--- src/shared/rx_liu_pkg.sv ---
// Constants, register map and carrier types for the receive line interface control block.
// Notes on behaviour
// Reserved bits of test and config registers are written zero and ignored.
// Writing one to the reset bit restarts the line interface; bit self-clears.
// Software resets the interface after changing attenuation or equalizer data.
// With squelch on, slicer outputs stay zero while equalizer-valid is zero.
// With gain force set, the gain amplifier takes the gain ceiling value.
// Digital select picks the external inputs and clock, else bipolar inputs.
// Attenuation code scales coefficients on load: none, -10, -20, -30 dB.
// Software writes config bit 0 as one and bit 1 as zero.
// Rate adapter error shows loss of lock to its reference clock.
// Store limit bit updates only near empty (one) or near full (zero).
// On store error, limit zero means overflow, one means underrun.
// Zero-substitution flag latches on first B8ZS or HDB3 pattern, decoding or not.
// Excess-zeros flag latches on 10 (E1), 16 (T1) or 8 (T1 substituted) zeros.
// With zeros-into-count set, each excess-zeros event also adds to the count.
// Violation reporting depends on line rate and substitution mode.
// Violation flag latches and holds; each violation increments the count.
// Equalizer-valid shows live signal valid and clock recovery locked.
// Pre-equalizer bit reads one when the pre-equalizer is active.
// Analog loss declared after level stays in detect range for 1 ms.
// Receiver loss declared after 32 zeros in E1 or 100 zeros in T1.
// Typical settings are config 0x41, receive config 0xB1, ceiling 0x1D.
// Status reads have no side effect; flags clear only on expired hold.
package rx_liu_pkg;
   // Register word indices; the byte address is four times the index.
   localparam logic [7:0] IDX_TEST = 8'h1c;
   localparam logic [7:0] IDX_LIU_CFG = 8'h20;
   localparam logic [7:0] IDX_STATUS = 8'h21;
   localparam logic [7:0] IDX_LINE_CFG = 8'h30;
   localparam logic [7:0] IDX_GAIN_CEIL = 8'h31;
   localparam logic [7:0] IDX_VIOL_CNT = 8'h32;
   localparam logic [7:0] IDX_LOSS = 8'h33;
   // Reset values.
   localparam logic [1:0] CFG_FIXED = 2'h1;
   localparam logic [4:0] CFG_RESET = 5'h00;
   localparam logic [1:0] TEST_RESET = 2'h0;
   localparam logic [2:0] LINE_CFG_RESET = 3'h0;
   localparam logic [5:0] GAIN_CEIL_RESET = 6'h3f;
   // Zero-run thresholds in bit times.
   localparam logic [6:0] EXZ_E1 = 7'h0a;
   localparam logic [6:0] EXZ_T1 = 7'h10;
   localparam logic [6:0] EXZ_T1_ZS = 7'h08;
   localparam logic [6:0] LOS_E1 = 7'h20;
   localparam logic [6:0] LOS_T1 = 7'h64;
   // Analog loss time and its count of system clocks.
   localparam int ALOS_TIME_US = 1000;
   localparam int CLK_MHZ = 250;
   localparam int ALOS_CYCLES = ALOS_TIME_US * CLK_MHZ;
   // Coefficient scale per attenuation code, in 1/32 steps.
   localparam logic [5:0] BRIDGE_ATTEN_SEL_SCALE_0 = 6'h20;
   localparam logic [5:0] BRIDGE_ATTEN_SEL_SCALE_1 = 6'h0a;
   localparam logic [5:0] BRIDGE_ATTEN_SEL_SCALE_2 = 6'h03;
   localparam logic [5:0] BRIDGE_ATTEN_SEL_SCALE_3 = 6'h01;
   // B8ZS symbol pattern 000VB0VB, newest bit in bit 0.
   localparam logic [7:0] B8ZS_MARKS = 8'h1b;
   localparam logic [7:0] B8ZS_VIOLS = 8'h12;
   localparam logic [1:0] RESP_OKAY = 2'h0;
   localparam logic [1:0] RESP_SLVERR = 2'h2;
   // Interface configuration layout, bit 7 first.
   typedef struct packed {
      logic reset_cmd;
      logic squelch;
      logic force_gain;
      logic digital_input_select;
      logic [1:0] bridge_atten_sel;
      logic [1:0] fixed;
   } liu_cfg_t;
   // Receive status layout, bit 7 first.
   typedef struct packed {
      logic rate_adapter_lock_err;
      logic jitter_store_limit;
      logic zero_sub_seen;
      logic excess_zeros_flag;
      logic bipolar_violation_flag;
      logic rsvd;
      logic eq_valid;
      logic preequalizer_on;
   } rx_status_t;
   // Line coding options.
   typedef struct packed {
      logic zeros_into_count;
      logic rx_zero_sub_sel;
      logic line_rate_sel;
   } line_cfg_t;
endpackage : rx_liu_pkg

--- src/rx_line_iface_ctrl_status.sv ---
// Receive line interface control, line-code monitoring and status with an AXI4-Lite slave.
`timescale 1ns/100ps
module rx_line_iface_ctrl_status
   import rx_liu_pkg::*;
#(
   parameter int ADDR_W = 12,
   parameter int ALOS_CNT = ALOS_CYCLES
)
(
   input wire logic clk_sys, // System clock.
   input wire logic rstn, // Synchronous reset, active low.
   input wire logic ce, // Clock enable; state freezes while low.
   input wire logic [ADDR_W-1:0] s_axi_awaddr, // Write address.
   input wire logic s_axi_awvalid, // Write address valid.
   output logic s_axi_awready, // Write address ready.
   input wire logic [31:0] s_axi_wdata, // Write data.
   input wire logic [3:0] s_axi_wstrb, // Write byte strobes.
   input wire logic s_axi_wvalid, // Write data valid.
   output logic s_axi_wready, // Write data ready.
   output logic [1:0] s_axi_bresp, // Write response.
   output logic s_axi_bvalid, // Write response valid.
   input wire logic s_axi_bready, // Write response ready.
   input wire logic [ADDR_W-1:0] s_axi_araddr, // Read address.
   input wire logic s_axi_arvalid, // Read address valid.
   output logic s_axi_arready, // Read address ready.
   output logic [31:0] s_axi_rdata, // Read data.
   output logic [1:0] s_axi_rresp, // Read response.
   output logic s_axi_rvalid, // Read data valid.
   input wire logic s_axi_rready, // Read data ready.
   input wire logic rx_bipolar_pos, // Sliced positive mark from the analog receiver.
   input wire logic rx_bipolar_neg, // Sliced negative mark from the analog receiver.
   input wire logic rx_recovered_bit_en, // Bit strobe from internal clock recovery.
   input wire logic rx_pos_digital_in, // External positive rail.
   input wire logic rx_neg_digital_in, // External negative rail.
   input wire logic rx_clock_digital_in, // External line clock, sampled.
   input wire logic eq_valid_in, // Equalizer open and recovery loop locked.
   input wire logic preequalizer_on_in, // Pre-equalizer active.
   input wire logic rate_adapter_lock_err_in, // Rate adapter phase detector out of lock.
   input wire logic store_near_empty_in, // Elastic store within two bits of empty.
   input wire logic store_near_full_in, // Elastic store within two bits of full.
   input wire logic level_in_range_in, // Receive level inside loss detect range.
   input wire logic err_hold_expire_in, // Error hold interval has ended.
   input wire logic [5:0] vga_adapt_gain_in, // Gain chosen by automatic control.
   input wire logic [7:0] rom_coef_in, // Equalizer coefficient from ROM.
   input wire logic rom_coef_valid_in, // Coefficient strobe.
   output logic slicer_pos_ff, // Positive data to the receiver.
   output logic slicer_neg_ff, // Negative data to the receiver.
   output logic slicer_bit_en_ff, // Bit strobe for the slicer data.
   output logic [5:0] vga_gain_ff, // Gain applied to the amplifier.
   output logic iface_reset_ff, // One-cycle interface reset pulse.
   output logic [7:0] coef_scaled_ff, // Coefficient after bridge scaling.
   output logic coef_valid_ff, // Scaled coefficient strobe.
   output logic [1:0] test_mode_ff, // Production test enable bits.
   output logic analog_signal_loss_ff, // Analog loss of signal.
   output logic rx_signal_loss_ff // Receiver loss of signal.
);
   localparam int ALOS_W = $clog2(ALOS_CNT + 1);
   localparam logic [ALOS_W-1:0] ALOS_LAST = ALOS_W'(ALOS_CNT - 1);

   liu_cfg_t cfg_ff;
   line_cfg_t lcfg_ff;
   logic [5:0] gain_ceil_ff;
   logic [15:0] viol_cnt_ff;
   logic aw_held_ff, w_held_ff, rck_prev_ff;
   logic [ADDR_W-1:0] awaddr_ff;
   logic [31:0] wdata_ff;
   logic [3:0] wstrb_ff;
   logic have_mark_ff, last_neg_ff, have_viol_ff, last_viol_neg_ff, store_limit_ff;
   logic [7:0] mark_h_ff, viol_h_ff, pend_h_ff;
   logic [6:0] zrun_ff;
   logic [2:0] flags_ff;
   logic [ALOS_W-1:0] alos_cnt_ff;

   // Write decode; byte address is the index shifted up by two.
   wire [ADDR_W-3:0] wr_idx = awaddr_ff[ADDR_W-1:2];
   wire [ADDR_W-3:0] rd_idx = s_axi_araddr[ADDR_W-1:2];
   wire do_write = aw_held_ff && w_held_ff && !s_axi_bvalid;
   wire wr_lane = do_write && wstrb_ff[0];
   wire wr_test = wr_idx == (ADDR_W-2)'(IDX_TEST);
   wire wr_cfg = wr_idx == (ADDR_W-2)'(IDX_LIU_CFG);
   wire wr_lcfg = wr_idx == (ADDR_W-2)'(IDX_LINE_CFG);
   wire wr_gain = wr_idx == (ADDR_W-2)'(IDX_GAIN_CEIL);
   wire wr_ro = wr_idx == (ADDR_W-2)'(IDX_STATUS) || wr_idx == (ADDR_W-2)'(IDX_VIOL_CNT)
                || wr_idx == (ADDR_W-2)'(IDX_LOSS);
   wire wr_hit = wr_test || wr_cfg || wr_lcfg || wr_gain || wr_ro;
   wire nxt_aw_held = (s_axi_awvalid && s_axi_awready) || (aw_held_ff && !do_write);
   wire nxt_w_held = (s_axi_wvalid && s_axi_wready) || (w_held_ff && !do_write);
   wire ar_take = s_axi_arvalid && s_axi_arready;
   wire nxt_rvalid = ar_take || (s_axi_rvalid && !s_axi_rready);
   wire s_axi_wdata_held7 = wdata_ff[7];
   wire nxt_iface_reset = wr_lane && wr_cfg && s_axi_wdata_held7;

   // Status word; reading it changes nothing.
   rx_status_t status;
   assign status = '{rate_adapter_lock_err: rate_adapter_lock_err_in,
                     jitter_store_limit: store_limit_ff,
                     zero_sub_seen: flags_ff[2],
                     excess_zeros_flag: flags_ff[1],
                     bipolar_violation_flag: flags_ff[0],
                     rsvd: 1'b0,
                     eq_valid: eq_valid_in,
                     preequalizer_on: preequalizer_on_in};

   // Read decode; unmapped words read zero with an error response.
   logic [31:0] rd_data;
   logic rd_hit;
   always_comb
   begin
      rd_hit = 1'b1;
      unique case (rd_idx)
         (ADDR_W-2)'(IDX_TEST): rd_data = {30'h0, test_mode_ff};
         (ADDR_W-2)'(IDX_LIU_CFG): rd_data = {24'h0, 1'b0, cfg_ff[6:2], CFG_FIXED};
         (ADDR_W-2)'(IDX_STATUS): rd_data = {24'h0, status};
         (ADDR_W-2)'(IDX_LINE_CFG): rd_data = {29'h0, lcfg_ff};
         (ADDR_W-2)'(IDX_GAIN_CEIL): rd_data = {26'h0, gain_ceil_ff};
         (ADDR_W-2)'(IDX_VIOL_CNT): rd_data = {16'h0, viol_cnt_ff};
         (ADDR_W-2)'(IDX_LOSS): rd_data = {30'h0, analog_signal_loss_ff, rx_signal_loss_ff};
         default:
         begin
            rd_data = 32'h0;
            rd_hit = 1'b0;
         end
      endcase
   end

   // Bus handshakes. Address and data are held until both are present.
   always_ff @(posedge clk_sys)
   begin
      if (!rstn)
      begin
         {aw_held_ff, w_held_ff, s_axi_bvalid, s_axi_rvalid} <= 4'h0;
         {s_axi_awready, s_axi_wready, s_axi_arready} <= 3'h7;
         {s_axi_bresp, s_axi_rresp} <= 4'h0;
         s_axi_rdata <= 32'h0;
         awaddr_ff <= '0;
         wdata_ff <= 32'h0;
         wstrb_ff <= 4'h0;
      end
      else if (ce)
      begin
         aw_held_ff <= nxt_aw_held;
         w_held_ff <= nxt_w_held;
         s_axi_awready <= !nxt_aw_held;
         s_axi_wready <= !nxt_w_held;
         if (s_axi_awvalid && s_axi_awready)
            awaddr_ff <= s_axi_awaddr;
         if (s_axi_wvalid && s_axi_wready)
         begin
            wdata_ff <= s_axi_wdata;
            wstrb_ff <= s_axi_wstrb;
         end
         s_axi_bvalid <= do_write || (s_axi_bvalid && !s_axi_bready);
         if (do_write)
            s_axi_bresp <= wr_hit ? RESP_OKAY : RESP_SLVERR;
         s_axi_rvalid <= nxt_rvalid;
         s_axi_arready <= !nxt_rvalid;
         if (ar_take)
         begin
            s_axi_rdata <= rd_data;
            s_axi_rresp <= rd_hit ? RESP_OKAY : RESP_SLVERR;
         end
      end
   end

   // Writable registers; only defined bits are kept, the reset bit is never stored.
   always_ff @(posedge clk_sys)
   begin
      if (!rstn)
      begin
         cfg_ff <= '{fixed: CFG_FIXED, default: 1'b0};
         test_mode_ff <= TEST_RESET;
         lcfg_ff <= LINE_CFG_RESET;
         gain_ceil_ff <= GAIN_CEIL_RESET;
         iface_reset_ff <= 1'b0;
      end
      else if (ce)
      begin
         iface_reset_ff <= nxt_iface_reset;
         if (wr_lane && wr_cfg)
            cfg_ff[6:2] <= wdata_ff[6:2];
         if (wr_lane && wr_test)
            test_mode_ff <= wdata_ff[1:0];
         if (wr_lane && wr_lcfg)
            lcfg_ff <= wdata_ff[2:0];
         if (wr_lane && wr_gain)
            gain_ceil_ff <= wdata_ff[5:0];
      end
   end

   // Input selection: external rails and clock edge, or analog slicer and recovered strobe.
   wire digi = cfg_ff.digital_input_select;
   wire bit_en = digi ? (rx_clock_digital_in && !rck_prev_ff) : rx_recovered_bit_en;
   wire sel_pos = digi ? rx_pos_digital_in : rx_bipolar_pos;
   wire sel_neg = (digi ? rx_neg_digital_in : rx_bipolar_neg) && !sel_pos;
   wire squelch_on = cfg_ff.squelch && !eq_valid_in;

   // Slicer outputs, gain and coefficient scaling.
   logic [5:0] atten_scale;
   always_comb
   begin
      unique case (cfg_ff.bridge_atten_sel)
         2'h0: atten_scale = BRIDGE_ATTEN_SEL_SCALE_0;
         2'h1: atten_scale = BRIDGE_ATTEN_SEL_SCALE_1;
         2'h2: atten_scale = BRIDGE_ATTEN_SEL_SCALE_2;
         2'h3: atten_scale = BRIDGE_ATTEN_SEL_SCALE_3;
      endcase
   end
   wire [13:0] coef_prod = rom_coef_in * atten_scale;

   always_ff @(posedge clk_sys)
   begin
      if (!rstn)
      begin
         {slicer_pos_ff, slicer_neg_ff, slicer_bit_en_ff, rck_prev_ff} <= 4'h0;
         vga_gain_ff <= 6'h00;
         coef_scaled_ff <= 8'h00;
         coef_valid_ff <= 1'b0;
      end
      else if (ce)
      begin
         rck_prev_ff <= rx_clock_digital_in;
         slicer_pos_ff <= sel_pos && !squelch_on;
         slicer_neg_ff <= sel_neg && !squelch_on;
         slicer_bit_en_ff <= bit_en;
         vga_gain_ff <= cfg_ff.force_gain ? gain_ceil_ff : vga_adapt_gain_in;
         coef_scaled_ff <= coef_prod[12:5];
         coef_valid_ff <= rom_coef_valid_in;
      end
   end

   // Line-code detection on the selected symbol stream.
   wire t1 = lcfg_ff.line_rate_sel;
   wire zs = lcfg_ff.rx_zero_sub_sel;
   wire mark = sel_pos || sel_neg;
   wire viol = mark && have_mark_ff && (sel_neg == last_neg_ff);
   wire [6:0] zrun_inc = (zrun_ff == 7'h7f) ? zrun_ff : zrun_ff + 7'h01;
   wire [6:0] exz_thr = t1 ? (zs ? EXZ_T1_ZS : EXZ_T1) : EXZ_E1;
   wire [6:0] los_thr = t1 ? LOS_T1 : LOS_E1;
   wire [7:0] mark_h_nxt = {mark_h_ff[6:0], mark};
   wire [7:0] viol_h_nxt = {viol_h_ff[6:0], viol};
   wire b8zs_hit = mark_h_nxt == B8ZS_MARKS && viol_h_nxt == B8ZS_VIOLS;
   wire hdb3_hit = viol && !mark_h_ff[0] && !mark_h_ff[1] && !viol_h_ff[2];
   wire zsub_ev = bit_en && (t1 ? b8zs_hit : hdb3_hit);
   wire exz_ev = bit_en && !mark && zrun_inc == exz_thr;
   // T1 substituted violations wait eight bits so a whole B8ZS code can excuse them.
   wire [7:0] pend_nxt = {pend_h_ff[6:0], viol} & ~(b8zs_hit ? B8ZS_VIOLS : 8'h00);
   wire e1_pair = viol && have_viol_ff && (sel_neg == last_viol_neg_ff);
   wire bpv_sel = !zs ? viol : (t1 ? pend_h_ff[7] : e1_pair);
   wire bpv_ev = bit_en && bpv_sel;
   wire [1:0] cnt_add = {1'b0, bpv_ev} + {1'b0, exz_ev && lcfg_ff.zeros_into_count};
   wire [16:0] cnt_sum = {1'b0, viol_cnt_ff} + {15'h0, cnt_add};

   always_ff @(posedge clk_sys)
   begin
      if (!rstn || iface_reset_ff)
      begin
         {have_mark_ff, last_neg_ff, have_viol_ff, last_viol_neg_ff} <= 4'h0;
         {mark_h_ff, viol_h_ff, pend_h_ff} <= 24'h0;
         zrun_ff <= 7'h00;
         rx_signal_loss_ff <= 1'b0;
      end
      else if (ce && bit_en)
      begin
         have_mark_ff <= have_mark_ff || mark;
         if (mark)
            last_neg_ff <= sel_neg;
         if (viol)
         begin
            have_viol_ff <= 1'b1;
            last_viol_neg_ff <= sel_neg;
         end
         mark_h_ff <= mark_h_nxt;
         viol_h_ff <= viol_h_nxt;
         pend_h_ff <= pend_nxt;
         zrun_ff <= mark ? 7'h00 : zrun_inc;
         rx_signal_loss_ff <= !mark && zrun_inc >= los_thr;
      end
   end

   // Sticky flags: a new event beats the hold expiry in the same cycle.
   always_ff @(posedge clk_sys)
   begin
      if (!rstn)
      begin
         flags_ff <= 3'h0;
         viol_cnt_ff <= 16'h0000;
         store_limit_ff <= 1'b0;
      end
      else if (ce)
      begin
         flags_ff <= {zsub_ev, exz_ev, bpv_ev} | (flags_ff & ~{3{err_hold_expire_in}});
         viol_cnt_ff <= cnt_sum[16] ? 16'hffff : cnt_sum[15:0];
         if (store_near_empty_in)
            store_limit_ff <= 1'b1;
         else if (store_near_full_in)
            store_limit_ff <= 1'b0;
      end
   end

   // Analog loss: level must stay in range for the full count without a break.
   always_ff @(posedge clk_sys)
   begin
      if (!rstn || iface_reset_ff)
      begin
         alos_cnt_ff <= '0;
         analog_signal_loss_ff <= 1'b0;
      end
      else if (ce)
      begin
         if (!level_in_range_in)
            alos_cnt_ff <= '0;
         else if (alos_cnt_ff != ALOS_LAST)
            alos_cnt_ff <= alos_cnt_ff + ALOS_W'(1);
         analog_signal_loss_ff <= level_in_range_in && alos_cnt_ff == ALOS_LAST;
      end
   end

   // Checks on the logic above.
   a_reset_self_clears: assert property (@(posedge clk_sys) disable iff (!rstn)
      (ce && iface_reset_ff) |=> !iface_reset_ff && cfg_ff.reset_cmd == 1'b0)
      else $error("Interface reset did not clear itself.");
   a_squelch_holds_zero: assert property (@(posedge clk_sys) disable iff (!rstn)
      (ce && cfg_ff.squelch && !eq_valid_in) |=> !slicer_pos_ff && !slicer_neg_ff)
      else $error("Slicer output not squelched.");
   a_gain_forced: assert property (@(posedge clk_sys) disable iff (!rstn)
      (ce && cfg_ff.force_gain) |=> vga_gain_ff == $past(gain_ceil_ff))
      else $error("Forced gain differs from ceiling.");
   a_digital_path_used: assert property (@(posedge clk_sys) disable iff (!rstn)
      (ce && digi && !squelch_on) |=> slicer_pos_ff == $past(rx_pos_digital_in))
      else $error("Digital input not selected.");
   a_atten_none_passes: assert property (@(posedge clk_sys) disable iff (!rstn)
      (ce && cfg_ff.bridge_atten_sel == 2'h0) |=> coef_scaled_ff == $past(rom_coef_in))
      else $error("Unattenuated coefficient altered.");
   a_limit_holds: assert property (@(posedge clk_sys) disable iff (!rstn)
      (ce && !store_near_empty_in && !store_near_full_in) |=> $stable(store_limit_ff))
      else $error("Store limit changed away from a limit.");
   a_violation_counted: assert property (@(posedge clk_sys) disable iff (!rstn)
      (ce && bpv_ev && !exz_ev && viol_cnt_ff != 16'hffff)
      |=> viol_cnt_ff == $past(viol_cnt_ff) + 16'h0001 && flags_ff[0])
      else $error("Violation not counted or flagged.");
   a_flag_set_wins: assert property (@(posedge clk_sys) disable iff (!rstn)
      (ce && err_hold_expire_in && exz_ev) |=> flags_ff[1])
      else $error("Excess-zeros event lost on hold expiry.");
   a_alos_declared: assert property (@(posedge clk_sys) disable iff (!rstn)
      (ce && !iface_reset_ff && level_in_range_in && alos_cnt_ff == ALOS_LAST)
      |=> analog_signal_loss_ff)
      else $error("Analog loss not declared after full count.");
endmodule : rx_line_iface_ctrl_status

--- config.mk ---
export PLATFORM = sky130hd
export DESIGN_NAME = rx_line_iface_ctrl_status
export DESIGN_NICKNAME = d
export VERILOG_FILES = /design/src/shared/rx_liu_pkg.sv /design/src/rx_line_iface_ctrl_status.sv
export SDC_FILE = /design/constraint.sdc
export NUM_CORES = 1
export LEC_CHECK = 0
export ABC_AREA = 1
export BUFFER_PORTS_ARGS = -buffer_cell sky130_fd_sc_hd__buf_2
export CAP_MARGIN = 10
export CORE_ASPECT_RATIO = 1.5
export CORE_UTILIZATION = 50
export CTS_CLUSTER_DIAMETER = 120
export DETAILED_ROUTE_END_ITERATION = 8
export PLACE_DENSITY_LB_ADDON = 0.08
export SYNTH_ARGS = -nofsm -noshare
export SYNTH_HDL_FRONTEND = slang
export SYNTH_SLANG_ARGS = --single-unit
--- constraint.sdc ---
create_clock -name clk_sys -period 4.4 [get_ports clk_sys]
set_input_delay 0.44 -clock clk_sys [delete_from_list [all_inputs] [get_ports clk_sys]]
set_output_delay 0.44 -clock clk_sys [all_outputs]
set_load 0.01 [all_outputs]
==> metrics.md <==
| Metric | Value |
|---|---|
| Antenna-violating nets left | `0` |
| CTS tree | `yes` |
| Terminus of the critical flop-to-flop path | `coef_scaled_ff[7]` |
| Synth Register Bits | `between 150 and 200` |
| Reg power frac | `45.5%` |
| CTS Buffer Depth | `2` |
| GRT Total Usage | `a little over a quarter` |
| Maxcap violations | `0` |
| Area leader, netlist | `dfxtp_1` |
| Slowest CP cell | `fa_1` |
| Vias | `8086` |
| WS Path Type | `flop to flop` |
| WP data arrival | `approximately 4.3 ns` |
| Startpoint Class | `flop` |
| Worst Setup End Kind | `flop` |
| FP Rows | `58` |
| Clock Pin Slew Worst Setup and Hold Paths | `~0.07 ns` |
| GRT busiest layer | `met2` |
| WL/cell | `about 14 um` |
| Root buf cell | `clkbuf_16` |
| Worst hold path type | `primary input to flop` |
| Mean post-synth cell area | `approximately 7 sq um` |
| Worst Setup SP | `cfg_ff[3]` |
| Post-cts hold buffer count | `0` |
| Switching share of total power | `about a quarter` |
| Chip height | `approximately 160 um` |
| Ant diodes | `0` |
| Ports | `160` |
| Placed wire-length estimate | `between 15000 and 20000 um` |
| CTS H-tree lvls | `4` |
| Area of the multi-input gates | `0.00454 sq mm` |
| Worst-path maximum fanout | `9` |
| GR Util met3 | `between 5 and 6%` |
| Initial antenna violation count | `1` |
| Starting Density | `about 51%` |
| Logic pwr share | `between 8 and 9%` |
| Top post-synthesis cells by area | `dfxtp_1, nand2_1, inv_1` |
| Final Power | `about 0.0032 W` |
| Register area share after synthesis | `approximately 36%` |
| Setup-failing EPs final | `0` |
| Total die area | `0.0177 sq mm` |
| Buf/Inv on CP | `5` |
| Internal Pwr Total | `approximately 0.0024 W` |
| Post-cts resize count | `0` |
| Lkg Pwr | `around 4.6 nW` |
| Cells on worst reg2reg path | `19` |
| Commonest cells after routing, fill and taps aside | `nand2_1, inv_1, dfxtp_1` |
| Residual DRC | `0` |
| Clock Skew | `0.0100 ns` |
| PwrDens | `~330 mW/mm^2` |
| Die width | `109 um` |
| Yosys warnings | `0` |
| Delay-heaviest family, CP | `adder cells` |
| Delay of the slowest cell on the worst path | `~0.54 ns` |
| Grt met2 use | `between 40% and 50%` |
| Worst EP required | `4.73 ns` |
| Setup TNS | `0 ns` |
| Peak Freq | `255 MHz` |
| Asr flop ratio synth | `0%` |
| Global-route met1 utilization | `between 20% and 30%` |
| Core area | `between 0.015 and 0.02 sq mm` |
| Outcome | `complete, no violations` |
| I/O Buffers | `110` |
| Clock Power Share | `between 40% and 50%` |
| Layout area overhead | `13.5%` |
| CP Depth | `19` |
| Total Wirelength | `roughly 22000 um` |
| Post-CTS setup repair buffer count | `0` |
| Pin slew with the least headroom to its limit | `between 0.8 and 0.9 ns` |
| Number of synthesized flops with an enable pin | `0` |
| Netlist cell types | `48` |
| Nets | `1479` |
| Slew Viols, Final | `0` |
| Synthesized area | `0.00856 sq mm` |
| Share of cells above drive strength 1 | `between 10 and 15%` |
| Peak VDD IR | `approximately 0.00038 V` |
| Largest net degree at the start of global routing | `55` |
| Vias in the first global route | `between 7000 and 8000` |
| Clk sinks | `152` |
| Reg-to-reg startpoint | `cfg_ff[3]` |
| Post-layout util | `58.0%` |
| Post-Syn Instances | `~1200` |
| Crit path to | `coef_scaled_ff[7]` |
| Gp weighted congestion | `roughly 0.9` |
| First-pass GRT wire length | `36200 um` |
| Worst skew pair latency | `around 0.43 ns` |
| CP cell instances | `inv_1 > ha_1 > nand2_1 > inv_1 > ha_1 > inv_1 > fa_1 > fa_1 > inv_1 > ha_1 > a21oi_1 > o21ai_0 > nand2_1 > and2_1 > nand2_1 > nand2_1 > nand3_1 > nand2_1 > inv_1` |
| Drt pass-1 iters | `5` |
| Filler Cell Count | `1719` |
| Final hold viol count | `0` |
| Most common cell after layout, fill and taps aside | `nand2_1` |
| TritonCTS Buffers | `17` |
| Vias per cell | `between 5 and 6` |
| Register area | `roughly 0.003 sq mm` |
| Share of the synthesized area in the top cell type | `35.5%` |
| Grt ovf | `0` |
| Detailed Route Iter0 Violations | `370` |
| RSZ-0062 raised after global routing | `false` |
| Slew headroom | `roughly 45%` |
| Psw | `a little over 0.0008 W` |
| Crit share post-route | `between 80% and 90%` |
| Main synth FF type | `dfxtp_1` |
| Flop2flop setup slack | `roughly 0.48 ns` |
| Post-route minimum period | `between 3 and 4 ns` |
[sequential cells by signal, summed over array words and instances, names as in the netlist, 2 cells and up]
signal,count
vga_gain_ff,6
viol_h_ff,7
awaddr_ff,10
mark_h_ff,7
flags_ff,3
coef_scaled_ff,8
s_axi_rdata,16
alos_cnt_ff,18
test_mode_ff,2
pend_h_ff,7
gain_ceil_ff,6
wdata_ff,8
viol_cnt_ff,16
cfg_ff,4
zrun_ff,7
[how the worst min path moves through the flow]
stage,start,to,slack (ns),cells after the start
detailed placement,awaddr_ff[11],awaddr_ff[11],0.44,2
CTS,rom_coef_valid_in,coef_valid_ff,0.22,3
floorplan,wdata_ff[6],wdata_ff[6],0.42,2
global route,rom_coef_valid_in,coef_valid_ff,0.25,3
finish,rom_coef_valid_in,coef_valid_ff,0.23,3
global placement,awaddr_ff[11],awaddr_ff[11],0.44,2
[cell families (layout without fill, tap and decap cells)]
group           after synthesis  after routing  synth area share [%]
simple gates                558            558                  29.0
mux                           1              1                 0.117
xor+xnor                     13             13                  1.33
other cells                   1             18                0.0438
flops                       152            152                  35.5
fa+ha+maj                    46             46                  7.51
compound gates              229            229                  14.3
buf+inv                     248            332                  12.2
[synthesized netlist by cell type (all sizes together), types with 2 or more instances]
cell type	n
nor4	2
or2	4
nor3	20
inv	184
buf	36
nand4	37
nand2	293
a21oi	116
a31oi	3
clkbuf	26
dfxtp	152
o211ai	13
a211oi	5
xor2	10
nand3	76
nor2	121
o21bai	2
xnor2	3
o21ai	86
ha	37
clkinv	2
fa	9
nand3b	2
[through the flow]
step | setup WS [ns] | hold slack [ns] | instance area (sq um) | cells
finish | 0.476 | 0.231 | 9720 | 1559
floorplan | 0.839 | 0.420 | 8630 | 1265
detailed placement | 0.488 | 0.445 | 9130 | 1528
global placement | 0.507 | 0.436 | 9130 | 1528
global route | 0.170 | 0.250 | 9720 | 1559
CTS | 0.460 | 0.221 | 9720 | 1559
[power groups by stage]
stage / sequential, W / combinational, W / clock, W
after floorplan: 0.00148 / 0.000185 / 0
after global placement: 0.00148 / 0.000269 / 0
after global routing: 0.00145 / 0.000311 / 0.00153
final: 0.00145 / 0.000272 / 0.00146
after detailed placement: 0.00148 / 0.000273 / 0
after CTS: 0.00145 / 0.000275 / 0.00148
[tightest hold or removal path, cell delays in order]
cell and delay [ns]:
buf_2 0.08, nor2_1 0.03, nor2_1 0.08
[per-layer routing]
layer / vias to the layer above / share of wire [%]
met5: - / 0.037
met4: 2 / 3.2
met3: 54 / 4.0
met2: 177 / 53
met1: 3681 / 40
li1: 4172 / -
[final cells by class]
type,instances,area share [%]
multi-input cells,865,46.7
flip-flops and latches,152,31.3
inverters,186,7.19
repair buffers,115,6.05
clock buffers,18,4.52
well taps,210,2.70
clock inverters,13,1.51
No activity file was read; power rests on OpenSTA's default activity.
